**config.mk**
```make
export PLATFORM = sky130hd
export DESIGN_NAME = open_drain_pwm
export DESIGN_NICKNAME = d
export VERILOG_FILES = /design/src/rtl/open_drain_pkg.sv /design/src/rtl/open_drain_pwm.sv
export SDC_FILE = /design/constraint.sdc
export NUM_CORES = 2
export LEC_CHECK = 0
export ABC_CLOCK_PERIOD_IN_PS = 9700
export BUFFER_PORTS_ARGS = -buffer_cell sky130_fd_sc_hd__buf_2
export CORE_ASPECT_RATIO = 1.1
export CORE_UTILIZATION = 47
export CTS_CLUSTER_DIAMETER = 200
export DETAILED_ROUTE_END_ITERATION = 7
export PLACE_DENSITY_LB_ADDON = 0.05
export REMOVE_ABC_BUFFERS = 1
export SLEW_MARGIN = 20
export SYNTH_ARGS = -nofsm -noshare
export SYNTH_HDL_FRONTEND = slang
export SYNTH_SLANG_ARGS = --single-unit
```
**constraint.sdc**
```tcl
create_clock -name clock_i -period 9.7 [get_ports clock_i]
set_input_delay 1.455 -clock clock_i [delete_from_list [all_inputs] [get_ports clock_i]]
set_output_delay 1.455 -clock clock_i [all_outputs]
set_load 0.005 [all_outputs]
```
**src/rtl/open_drain_pkg.sv**
```systemverilog
// constants and types for the open-drain output pwm controller
package open_drain_pkg;

   // bus geometry
   localparam int unsigned DATA_W = 32;
   localparam int unsigned ADDR_W = 6;
   localparam int unsigned BE_W = 4;
   localparam int unsigned NUM_OUT = 2;

   // field widths
   localparam int unsigned MODE_W = 2;
   localparam int unsigned VOLT_W = 16;
   localparam int unsigned TIME_W = 16;
   localparam int unsigned CUR_W = 16;
   localparam int unsigned WORD_W = 16;
   localparam int unsigned FREQ_W = 5;

   // output mode codes
   localparam logic [MODE_W-1:0] MODE_CONTACTOR = 2'h1;
   localparam logic [MODE_W-1:0] MODE_GENERAL = 2'h2;
   localparam logic [MODE_W-1:0] MODE_RESET = MODE_GENERAL;

   // bit positions in the drive status word and the command word
   localparam int unsigned STATUS_ON_BIT = 1;
   localparam int unsigned CMD_OUT_BIT0 = 6;

   // register byte offsets; each output owns a block of CH_STRIDE bytes
   localparam logic [ADDR_W-1:0] CH_STRIDE = 6'h10;
   localparam logic [ADDR_W-1:0] OFS_MODE = 6'h00;
   localparam logic [ADDR_W-1:0] OFS_PULL_T = 6'h04;
   localparam logic [ADDR_W-1:0] OFS_PULL_V = 6'h08;
   localparam logic [ADDR_W-1:0] OFS_HOLD_V = 6'h0c;
   localparam logic [ADDR_W-1:0] OFS_CURRENT = 6'h20;
   localparam logic [ADDR_W-1:0] OFS_FREQ = 6'h24;
   localparam logic [ADDR_W-1:0] OFS_CMD = 6'h28;
   localparam logic [ADDR_W-1:0] OFS_STATUS = 6'h2c;

   // reset values
   localparam logic [TIME_W-1:0] PULL_T_RESET = 16'h0000;
   localparam logic [VOLT_W-1:0] VOLT_RESET = 16'h0000;
   localparam logic [WORD_W-1:0] CMD_RESET = 16'h0000;
   localparam logic [FREQ_W-1:0] FREQ_RESET = 5'h01;

   // carrier frequency settings in kHz
   localparam logic [FREQ_W-1:0] FREQ_1K = 5'h01;
   localparam logic [FREQ_W-1:0] FREQ_2K = 5'h02;
   localparam logic [FREQ_W-1:0] FREQ_4K = 5'h04;
   localparam logic [FREQ_W-1:0] FREQ_8K = 5'h08;
   localparam logic [FREQ_W-1:0] FREQ_16K = 5'h10;

   // timing
   localparam int unsigned CLK_HZ = 100_000_000;
   localparam int unsigned CARRIER_BASE_HZ = 1000;
   localparam int unsigned TICK_HZ = 500;
   localparam int unsigned MS_PER_S = 1000;
   localparam logic [TIME_W:0] TICK_MS = 17'h00002;

   // sequencing phase of one output
   typedef enum logic [2:0] {
      PH_OFF = 3'b001,
      PH_PULL = 3'b010,
      PH_HOLD = 3'b100
   } phase_t;

   // settings of one output
   typedef struct packed {
      logic [MODE_W-1:0] mode;
      logic [TIME_W-1:0] pull_ms;
      logic [VOLT_W-1:0] pull_cv;
      logic [VOLT_W-1:0] hold_cv;
   } out_cfg_t;

endpackage

```
**src/rtl/open_drain_pwm.sv**
```systemverilog
// open-drain output pwm controller with pull/hold sequencing and avalon-mm registers
// Summary of operation
// - two outputs, mode 1 contactor, 2 general
// - contactor mode follows switched-on status bit 1
// - general mode: command bits 6 and 7
// - output voltage realised by pwm duty
// - carrier 1 kHz at reset, 1..16 kHz
// - pull voltage for pull time, then hold
// - phases stepped on a 500 Hz tick
// - zero pull time skips the pull phase
// - pull time in ms, voltages in hundredth_volt_unit
// - total output current readable in mA
//
// The implementer's own choices: the Avalon-MM slave port and the placing of the registers.
`timescale 1ns/1ns
module open_drain_pwm #(
   parameter int unsigned TICK_CYCLES = open_drain_pkg::CLK_HZ / open_drain_pkg::TICK_HZ,
   parameter int unsigned BASE_PERIOD = open_drain_pkg::CLK_HZ / open_drain_pkg::CARRIER_BASE_HZ
) (
   input wire logic clock_i,
   input wire logic rst_n_i,
   input wire logic [open_drain_pkg::ADDR_W-1:0] avs_address_i,
   input wire logic avs_read_i,
   input wire logic avs_write_i,
   input wire logic [open_drain_pkg::BE_W-1:0] avs_byteenable_i,
   input wire logic [open_drain_pkg::DATA_W-1:0] avs_writedata_i,
   output logic [open_drain_pkg::DATA_W-1:0] avs_readdata_o,
   output logic avs_waitrequest_o,
   input wire logic [open_drain_pkg::WORD_W-1:0] status_word_i,
   input wire logic [open_drain_pkg::VOLT_W-1:0] bus_voltage_i,
   input wire logic [open_drain_pkg::CUR_W-1:0] current_ma_i,
   input wire logic [open_drain_pkg::NUM_OUT-1:0] control_connector_i,
   output logic [open_drain_pkg::NUM_OUT-1:0] control_connector_o,
   output logic [open_drain_pkg::NUM_OUT-1:0] control_connector_oe_n_o
);
   import open_drain_pkg::*;

   localparam int unsigned CNT_W = $clog2(BASE_PERIOD + 1);
   localparam int unsigned TICK_W = $clog2(TICK_CYCLES + 1);
   localparam int unsigned PROD_W = CNT_W + VOLT_W;
   localparam logic [CNT_W-1:0] BASE_PERIOD_C = CNT_W'(BASE_PERIOD);
   localparam logic [TICK_W-1:0] TICK_LAST = TICK_W'(TICK_CYCLES - 1);

   // byte address of a per-output register
   function automatic logic [ADDR_W-1:0] ch_ofs(input int unsigned ch, input logic [ADDR_W-1:0] ofs);
      ch_ofs = ADDR_W'(ch * CH_STRIDE) + ofs;
   endfunction

   // merge write data into an old value under the byte enables
   function automatic logic [DATA_W-1:0] lane_merge(input logic [DATA_W-1:0] old_v,
                                                     input logic [DATA_W-1:0] new_v,
                                                     input logic [BE_W-1:0] be);
      lane_merge = old_v;
      for (int b = 0; b < BE_W; b++) begin
         if (be[b]) begin
            lane_merge[b*8 +: 8] = new_v[b*8 +: 8];
         end
      end
   endfunction

   // carrier period divider shift for a frequency setting; unknown codes run at 1 kHz
   function automatic logic [2:0] freq_shift(input logic [FREQ_W-1:0] f);
      case (f)
         FREQ_2K: freq_shift = 3'h1;
         FREQ_4K: freq_shift = 3'h2;
         FREQ_8K: freq_shift = 3'h3;
         FREQ_16K: freq_shift = 3'h4;
         default: freq_shift = 3'h0;
      endcase
   endfunction

   out_cfg_t cfg_r [NUM_OUT];
   logic [FREQ_W-1:0] freq_r;
   logic [WORD_W-1:0] cmd_r;
   logic ack_r;
   logic req;
   logic wr_take;
   logic [ADDR_W-1:0] word_addr;
   logic [DATA_W-1:0] rd_nxt;
   logic [DATA_W-1:0] wr_old;
   logic [DATA_W-1:0] wr_val;
   logic [CNT_W-1:0] cnt_r;
   logic [CNT_W-1:0] period_r;
   logic [CNT_W-1:0] period_nxt;
   logic [TICK_W-1:0] tick_cnt_r;
   logic tick_r;
   logic [NUM_OUT-1:0] pin_meta_r;
   logic [NUM_OUT-1:0] pin_sync_r;
   logic [NUM_OUT-1:0] en_w;
   logic [NUM_OUT-1:0] pull_w;
   logic [NUM_OUT-1:0] hold_w;
   logic [NUM_OUT-1:0] drive_w;

   // one wait cycle per access, then the answer
   assign req = avs_read_i | avs_write_i;
   assign avs_waitrequest_o = req & ~ack_r;
   assign wr_take = avs_write_i & ack_r;
   assign word_addr = {avs_address_i[ADDR_W-1:2], 2'b00};

   always_ff @(posedge clock_i) begin
      if (!rst_n_i) begin
         ack_r <= 1'b0;
      end else begin
         ack_r <= req & ~ack_r;
      end
   end

   // old value of the addressed register, for byte-lane merging
   always_comb begin
      wr_old = '0;
      for (int i = 0; i < NUM_OUT; i++) begin
         if (word_addr == ch_ofs(i, OFS_MODE)) begin
            wr_old = DATA_W'(cfg_r[i].mode);
         end
         if (word_addr == ch_ofs(i, OFS_PULL_T)) begin
            wr_old = DATA_W'(cfg_r[i].pull_ms);
         end
         if (word_addr == ch_ofs(i, OFS_PULL_V)) begin
            wr_old = DATA_W'(cfg_r[i].pull_cv);
         end
         if (word_addr == ch_ofs(i, OFS_HOLD_V)) begin
            wr_old = DATA_W'(cfg_r[i].hold_cv);
         end
      end
      if (word_addr == OFS_FREQ) begin
         wr_old = DATA_W'(freq_r);
      end
      if (word_addr == OFS_CMD) begin
         wr_old = DATA_W'(cmd_r);
      end
   end

   assign wr_val = lane_merge(wr_old, avs_writedata_i, avs_byteenable_i);

   // per-output settings; mode, pull time in ms, voltages in hundredth_volt_unit
   always_ff @(posedge clock_i) begin
      if (!rst_n_i) begin
         for (int i = 0; i < NUM_OUT; i++) begin
            cfg_r[i].mode <= MODE_RESET;
            cfg_r[i].pull_ms <= PULL_T_RESET;
            cfg_r[i].pull_cv <= VOLT_RESET;
            cfg_r[i].hold_cv <= VOLT_RESET;
         end
      end else if (wr_take) begin
         for (int i = 0; i < NUM_OUT; i++) begin
            if (word_addr == ch_ofs(i, OFS_MODE)) begin
               cfg_r[i].mode <= wr_val[MODE_W-1:0];
            end
            if (word_addr == ch_ofs(i, OFS_PULL_T)) begin
               cfg_r[i].pull_ms <= wr_val[TIME_W-1:0];
            end
            if (word_addr == ch_ofs(i, OFS_PULL_V)) begin
               cfg_r[i].pull_cv <= wr_val[VOLT_W-1:0];
            end
            if (word_addr == ch_ofs(i, OFS_HOLD_V)) begin
               cfg_r[i].hold_cv <= wr_val[VOLT_W-1:0];
            end
         end
      end
   end

   // shared carrier frequency setting
   always_ff @(posedge clock_i) begin
      if (!rst_n_i) begin
         freq_r <= FREQ_RESET;
      end else if (wr_take && word_addr == OFS_FREQ) begin
         freq_r <= wr_val[FREQ_W-1:0];
      end
   end

   // command word copy; bits 6 and 7 switch the outputs in general mode
   always_ff @(posedge clock_i) begin
      if (!rst_n_i) begin
         cmd_r <= CMD_RESET;
      end else if (wr_take && word_addr == OFS_CMD) begin
         cmd_r <= wr_val[WORD_W-1:0];
      end
   end

   // read mux; unmapped addresses read zero
   always_comb begin
      rd_nxt = '0;
      for (int i = 0; i < NUM_OUT; i++) begin
         if (word_addr == ch_ofs(i, OFS_MODE)) begin
            rd_nxt = DATA_W'(cfg_r[i].mode);
         end
         if (word_addr == ch_ofs(i, OFS_PULL_T)) begin
            rd_nxt = DATA_W'(cfg_r[i].pull_ms);
         end
         if (word_addr == ch_ofs(i, OFS_PULL_V)) begin
            rd_nxt = DATA_W'(cfg_r[i].pull_cv);
         end
         if (word_addr == ch_ofs(i, OFS_HOLD_V)) begin
            rd_nxt = DATA_W'(cfg_r[i].hold_cv);
         end
      end
      if (word_addr == OFS_CURRENT) begin
         rd_nxt = DATA_W'(current_ma_i);
      end
      if (word_addr == OFS_FREQ) begin
         rd_nxt = DATA_W'(freq_r);
      end
      if (word_addr == OFS_CMD) begin
         rd_nxt = DATA_W'(cmd_r);
      end
      if (word_addr == OFS_STATUS) begin
         rd_nxt = DATA_W'({pin_sync_r, drive_w, hold_w, pull_w, en_w});
      end
   end

   // read data captured in the wait cycle, stands while the answer is given
   always_ff @(posedge clock_i) begin
      if (!rst_n_i) begin
         avs_readdata_o <= '0;
      end else if (avs_read_i && !ack_r) begin
         avs_readdata_o <= rd_nxt;
      end
   end

   // carrier counter; a new frequency takes effect at the end of a period
   assign period_nxt = BASE_PERIOD_C >> freq_shift(freq_r);

   always_ff @(posedge clock_i) begin
      if (!rst_n_i) begin
         cnt_r <= '0;
         period_r <= BASE_PERIOD_C;
      end else if (cnt_r >= period_r - 1'b1) begin
         cnt_r <= '0;
         period_r <= period_nxt;
      end else begin
         cnt_r <= cnt_r + 1'b1;
      end
   end

   // 500 Hz sequencing tick
   always_ff @(posedge clock_i) begin
      if (!rst_n_i) begin
         tick_cnt_r <= '0;
         tick_r <= 1'b0;
      end else if (tick_cnt_r == TICK_LAST) begin
         tick_cnt_r <= '0;
         tick_r <= 1'b1;
      end else begin
         tick_cnt_r <= tick_cnt_r + 1'b1;
         tick_r <= 1'b0;
      end
   end

   // pin level read back through two flip-flops
   always_ff @(posedge clock_i) begin
      if (!rst_n_i) begin
         pin_meta_r <= '0;
         pin_sync_r <= '0;
      end else begin
         pin_meta_r <= control_connector_i;
         pin_sync_r <= pin_meta_r;
      end
   end

   // one sequencer and modulator per output
   for (genvar g = 0; g < NUM_OUT; g++) begin : g_out
      phase_t phase_r;
      logic [TIME_W:0] elapsed_r;
      logic drive_r;
      logic en;
      logic [VOLT_W-1:0] volt;
      logic [PROD_W-1:0] lhs;
      logic [PROD_W-1:0] rhs;

      // enable source selected by the output's mode
      always_comb begin
         unique case (cfg_r[g].mode)
            MODE_CONTACTOR: en = status_word_i[STATUS_ON_BIT];
            MODE_GENERAL: en = cmd_r[CMD_OUT_BIT0 + g];
            default: en = 1'b0;
         endcase
      end

      // pull then hold, stepped on the tick; zero pull time goes straight to hold
      always_ff @(posedge clock_i) begin
         if (!rst_n_i) begin
            phase_r <= PH_OFF;
            elapsed_r <= '0;
         end else if (tick_r) begin
            unique case (phase_r)
               PH_OFF: begin
                  elapsed_r <= '0;
                  if (en) begin
                     phase_r <= (cfg_r[g].pull_ms == '0) ? PH_HOLD : PH_PULL;
                  end
               end
               PH_PULL: begin
                  if (!en) begin
                     phase_r <= PH_OFF;
                  end else if (elapsed_r + TICK_MS >= {1'b0, cfg_r[g].pull_ms}) begin
                     phase_r <= PH_HOLD;
                  end else begin
                     elapsed_r <= elapsed_r + TICK_MS;
                  end
               end
               PH_HOLD: begin
                  if (!en) begin
                     phase_r <= PH_OFF;
                  end
               end
               default: begin
                  phase_r <= PH_OFF;
               end
            endcase
         end
      end

      // commanded voltage of the current phase
      always_comb begin
         unique case (phase_r)
            PH_PULL: volt = cfg_r[g].pull_cv;
            PH_HOLD: volt = cfg_r[g].hold_cv;
            default: volt = '0;
         endcase
      end

      // switch on while cnt/period < volt/bus; volt above bus gives full on
      assign lhs = PROD_W'(cnt_r) * PROD_W'(bus_voltage_i);
      assign rhs = PROD_W'(volt) * PROD_W'(period_r);

      always_ff @(posedge clock_i) begin
         if (!rst_n_i) begin
            drive_r <= 1'b0;
         end else begin
            drive_r <= en && (phase_r != PH_OFF) && (lhs < rhs);
         end
      end

      assign en_w[g] = en;
      assign pull_w[g] = (phase_r == PH_PULL);
      assign hold_w[g] = (phase_r == PH_HOLD);
      assign drive_w[g] = drive_r;
   end

   // open drain: pull low when the switch is on, release otherwise
   assign control_connector_o = '0;
   assign control_connector_oe_n_o = ~drive_w;

endmodule

```
Yosys cells after proc, flatten, opt, wreduce, memory -nomap -nowiden. Memories as Yosys holds them, arrays and structs flattened. Index checks and enable logic that the tools add are counted.

Register bits after elaboration: 153. Word-level logic and storage cells: 183. Input port bits: 96. Memories kept: 1. RAM bits: 100. Output and inout bits: 37.

Memories: cfg_r (words 2, bits a word 50, rd ports 2, clocked after Yosys merged registers in 0, write ports 2, RTL line open_drain_pwm.sv:72) `out_cfg_t cfg_r [NUM_OUT];`.

Reductions and logical operators: 19. Eq/ne operators: 38. Bitwise operators: 14. $lt $le $gt $ge: 5. Muxes and demuxes: 81. $mul: 3. Add/sub/neg operators: 5. Shifts and indexed selects: 1.

Operator list (count): $mux 32 (11); $mux 16 (8); $mux 17 (4); $pmux 17 s2 (2); $lt 33x33->1 (2); $mul 16x17->33 (2); $pmux 16 s2 (2); $add 17x2->17 const B (2); $ge 17x16->1 (2); $mux 1 (34); $mul 17x16->33 (1); $logic_not 16->1 (2); $mux 3 (10); $add 18x1->18 const B (1); $eq 18x18->1 const B (1); $pmux 3 s3 (2); $add 17x1->17 const B (1); $ge 17x17->1 (1); $shr 17x3->17 const A (1); $sub 17x1->17 const B (1); $eq 4x3->1 const B (4); $eq 4x4->1 const B (4); $mux 8 (2); $reduce_and 4->1 (4); other kinds (27) (62).

Logic depth before layout (Yosys ltp).
Depth after elaboration: 13. Depth in mapped cells: 35. Gate-level depth less buffers: 33.

Least setup slack after synthesis. Ideal clock, no wire load.

Path type: in2reg. From: in bus_voltage_i[4] (netlist bit). To: reg g_out[1].drive_r. Arrival: 8.285 ns. Setup time: 0.070 ns. Cell stages on the path: 32. Slack: 1.345 ns. Data required time: 9.630 ns. Cells stage by stage: clkbuf_1 clkbuf_1 nand2_1 fa_1 inv_1 fa_1 inv_1 fa_1 inv_1 fa_1 inv_1 fa_1 inv_1 fa_1 ha_1 clkbuf_1 and4_1 nand2_1 or3b_2 nand3b_1 a21o_1 a21oi_1 xnor2_1 ha_1 a21o_1 a21o_1 a21o_1 a21o_1 a21oi_1 o21a_1 o31ai_1 a21oi_1.

Longest elaborated chain between the ends: 3.

RTL lines: from (decl) (RTL line open_drain_pwm.sv:30) `input wire logic [open_drain_pkg::VOLT_W-1:0] bus_voltage_i,`; $mul 17x16->33 (RTL line open_drain_pwm.sv:323) `assign lhs = PROD_W'(cnt_r) * PROD_W'(bus_voltage_i);`; $lt 33x33->1 (RTL line open_drain_pwm.sv:330) `drive_r <= en && (phase_r != PH_OFF) && (lhs < rhs);`; $logic_and 1x1->1 (RTL line open_drain_pwm.sv:330); to (signal assigned) (RTL line open_drain_pwm.sv:330); to (decl) (RTL line open_drain_pwm.sv:264) `logic drive_r;`.

Every way passes these cells. A chain may end at the register's enable or synchronous reset.

Final worst setup path.
From: reg g_out[0].phase_r[1]. To: reg g_out[0].drive_r.

Longest elaborated chain between the ends: 5. Elaborated cells between the ends (all ways): 8.

RTL lines: from (decl) (RTL line open_drain_pwm.sv:262) `phase_t phase_r;`; from (signal assigned) (RTL line open_drain_pwm.sv:289) `phase_r <= (cfg_r[g].pull_ms == '0) ? PH_HOLD : PH_PULL;`; $eq 3x3->1 or $eq 3x2->1 (tied branches) (RTL line open_drain_pwm.sv:315) `unique case (phase_r)`; $pmux 16 s2 (RTL line open_drain_pwm.sv:315); $mul 16x17->33 (RTL line open_drain_pwm.sv:324) `assign rhs = PROD_W'(volt) * PROD_W'(period_r);`; $lt 33x33->1 (RTL line open_drain_pwm.sv:330); $logic_and 1x1->1 (*) (RTL line open_drain_pwm.sv:330); to (signal assigned) (RTL line open_drain_pwm.sv:330); to (decl) (RTL line open_drain_pwm.sv:264).

Mark *: on every way between the ends. The rest lies on a longest branch, timed or not.

==> flow_metrics.env <==
export IMPL_status="completed"
export IMPL_clk_path_buf_depth=3
export IMPL_yosysWarnings=0
export IMPL_synth_edf_count=100
export IMPL_yosysSeqAreaShare_pct=13.97
export IMPL_hold_slack_ns=0.4330
export IMPL_drc=0
export IMPL_synth_area_leaders="fa_1 (31%), ha_1 (14%), edfxtp_1 (7.4%)"
export IMPL_fp_dieH_um=311.2
export IMPL_diodes=0
export IMPL_clockRootBuffer="clkbuf_16"
export IMPL_setup_viol=0
export IMPL_firstDrtPassIters=7
export IMPL_port_buffers=79
export IMPL_drt_wirelength_per_cell_um=18.99
export IMPL_max_freq_mhz=109.8
export IMPL_clkSlewWorstSetupHoldPaths_ns=0.07
export IMPL_drt_iter0_markers=1528
export IMPL_row_count=113
export IMPL_slew_viol_final=0
export IMPL_grt_setup_unrepaired="no"
export IMPL_fin_area_mm2=0.04351
export IMPL_place_area_mm2=0.04250
export IMPL_vias=31190
export IMPL_slew_headroom_pct=30.25
export IMPL_synth_top_area_share_pct=30.59
export IMPL_setup_worst_path_end_class="flip-flop"
export IMPL_grt_ovfl_total=0
export IMPL_yosys_top_cells_count="inv_1 (792), nand2_1 (641), fa_1 (624)"
export IMPL_leakagePower_nw=20.51
export IMPL_grt_pass1_wl_um=181100
export IMPL_cts_tree="done"
export IMPL_cts_resized_gates=0
export IMPL_hold_violations=0
export IMPL_core_area_mm2=0.08625
export IMPL_worstPathArrival_ns=9.64
export IMPL_ys_ff_latch=235
export IMPL_grt_max_degree=70
export IMPL_peakVddDrop_mv=0.1345
export IMPL_area_delta_synth_final_pct=6.535
export IMPL_netlist_instances=4650
export IMPL_synth_ff_type="dfxtp_1"
export IMPL_fin_cells=5796
export IMPL_start_util_pct=47.35
export IMPL_syn_cell_area_mm2=0.04084
export IMPL_yosysMostFrequentCell="inv_1"
export IMPL_power_mw=2.588
export IMPL_layout_nets=5786
export IMPL_cap_violations=0
export IMPL_vias_per_cell=5.381
export IMPL_wl_um=110100
export IMPL_clock_latency_ns=0.60
export IMPL_skew_ns=0.02914
export IMPL_htreeDepth=1
export IMPL_grt_pass1_vias=32810
export IMPL_gp_congestion=0.8391
export IMPL_critPathLaunchType="flip-flop"
export IMPL_worstHoldPathType="reg2reg"
export IMPL_numCtsBuffers=28
export IMPL_syn_area_per_cell_um2=8.782
export IMPL_async_flop_share_pct=0
export IMPL_cts_hold_buf=0
export IMPL_p_per_area_mw_per_mm2=59.49
export IMPL_die_area_mm2=0.08807
export IMPL_path_class="reg2reg"
export IMPL_crit_fanout=14
export IMPL_io_pins=133
export IMPL_tightest_slew_ns=1.045
export IMPL_min_period_ns=9.104
export IMPL_worstPathRequired_ns=10.23
export IMPL_die_w_um=283.1
export IMPL_grt_usage_pct=25.77
export IMPL_drive_gt1_share_pct=5.919
export IMPL_yosysUniqueCellTypes=93
export IMPL_clkSinkCount=235
export IMPL_place_inst=5744
export IMPL_yosysTopAreaCell="fa_1"
export IMPL_antenna_found_initial=2
export IMPL_cts_setup_buffers=0
export IMPL_ant_nets=0
export IMPL_setup_tns_ns=0
export IMPL_dp_hpwl_um=88940
export IMPL_period_share_pct=93.86
sequential cells by signal (all words and copies together) (netlist names), 6 cells and up:
name	cells
avs_readdata_o	16
cfg_r	100
cmd_r	16
cnt_r	17
g_out.elapsed_r	32
g_out.phase_r	6
period_r	17
tick_cnt_r	18
cell families (layout without fill, tap and decap cells):
logic type	Yosys count	in the layout	synth area share [%]
and+or+nand+nor	1508	1508	17.73
muxes	34	34	0.9283
DFF	235	235	13.97
AOI/OAI and AO/OA	603	603	9.997
adders and majority gates	1066	1066	44.13
xor gates and xnor gates	159	159	3.410
buffers and inverters	1044	1023	9.820
other	1	18	0.009183
layout by cell type (no fill, tap or decap), drive strengths merged, types with 13 or more instances in the layout:
| master | count |
|---|---|
| inv | 795 |
| nor3 | 33 |
| dfxtp | 135 |
| nand2b | 23 |
| and2 | 346 |
| a21o | 41 |
| clkbuf | 33 |
| a22o | 35 |
| a22oi | 55 |
| a211oi | 19 |
| fa | 624 |
| and3 | 19 |
| mux2i | 30 |
| o211ai | 18 |
| xnor2 | 99 |
| conb | 18 |
| nand2 | 642 |
| o21ai | 141 |
| buf | 175 |
| o21a | 26 |
| nor4 | 24 |
| or3 | 13 |
| nor2 | 225 |
| xor2 | 60 |
| o31ai | 16 |
| clkinv | 13 |
| nand4 | 33 |
| o21bai | 16 |
| edfxtp | 100 |
| nand3 | 79 |
| nor2b | 23 |
| ha | 442 |
| a21oi | 131 |
| a31oi | 17 |
metrics by stage:
| stage | worst slack (ns) | utilization [%] |
|---|---|---|
| 3_3_place_gp | 0.7719 | 49.27 |
| 5_1_grt | 0.1298 | 50.45 |
| 4_1_cts | 0.6253 | 50.45 |
| 3_5_place_dp | 0.6866 | 49.28 |
| 2_1_floorplan | 1.229 | - |
| 6_report | 0.5960 | 50.45 |
critical path: stages, from the launching register on:
cell	delay, ns
dfxtp_1	0.46
nor3b_4	0.67
buf_4	0.27
a22o_1	0.52
buf_4	0.27
nand2_1	0.08
fa_1	0.51
fa_1	0.48
fa_1	0.45
fa_1	0.49
inv_1	0.06
fa_1	0.54
fa_1	0.43
ha_1	0.36
and3_1	0.27
o211ai_1	0.12
o21a_1	0.25
a211oi_1	0.47
o21ai_0	0.31
a211oi_1	0.49
mux2i_1	0.24
nand4_1	0.10
ha_1	0.23
or4_1	0.54
a211o_1	0.29
o22ai_1	0.10
power breakdown:
part           internal (mW)  switching [mW]  total [mW]
combinational          0.134           0.230       0.364
sequential              1.05          0.0216        1.08
clock                  0.674           0.475        1.15
layer usage:
| layer | part of all wire (%) | vias to the layer above | global-route usage, % | routed length [µm] |
|---|---|---|---|---|
| li1 | - | 14760 | - | - |
| met3 | 3.0 | 134 | 1.452 | 3305 |
| met1 | 44 | 15730 | 33.48 | 48260 |
| met4 | 2.8 | 2 | 6.843 | 3042 |
| met5 | 0.011 | - | 0 | 12 |
| met2 | 50 | 569 | 46.45 | 55470 |
cell type report:
| cell class | instances | area [µm²] |
|---|---|---|
| multi-input cells | 3388 | 31250 |
| repair buffers | 175 | 1116 |
| clock buffers | 33 | 760.7 |
| fillers | 8449 | 42740 |
| well taps | 1150 | 1439 |
| inverters | 796 | 2988 |
| flip-flops and latches | 235 | 5705 |
| clock inverters | 19 | 246.5 |
worst paths after layout:
path         depth (start not counted)  slack, ns                             start                           to
max                                 25       0.60  g_out[0].phase_r[1]$_SDFFE_PN0P_  g_out[0].drive_r$_SDFF_PN0_
min                                  1       0.43          pin_meta_r[0]$_SDFF_PN0_     pin_sync_r[0]$_SDFF_PN0_
max reg2reg                         25       0.60  g_out[0].phase_r[1]$_SDFFE_PN0P_  g_out[0].drive_r$_SDFF_PN0_
min reg2reg                          1       0.43          pin_meta_r[0]$_SDFF_PN0_     pin_sync_r[0]$_SDFF_PN0_
Note: power is estimated with default switching activity, not from simulation.
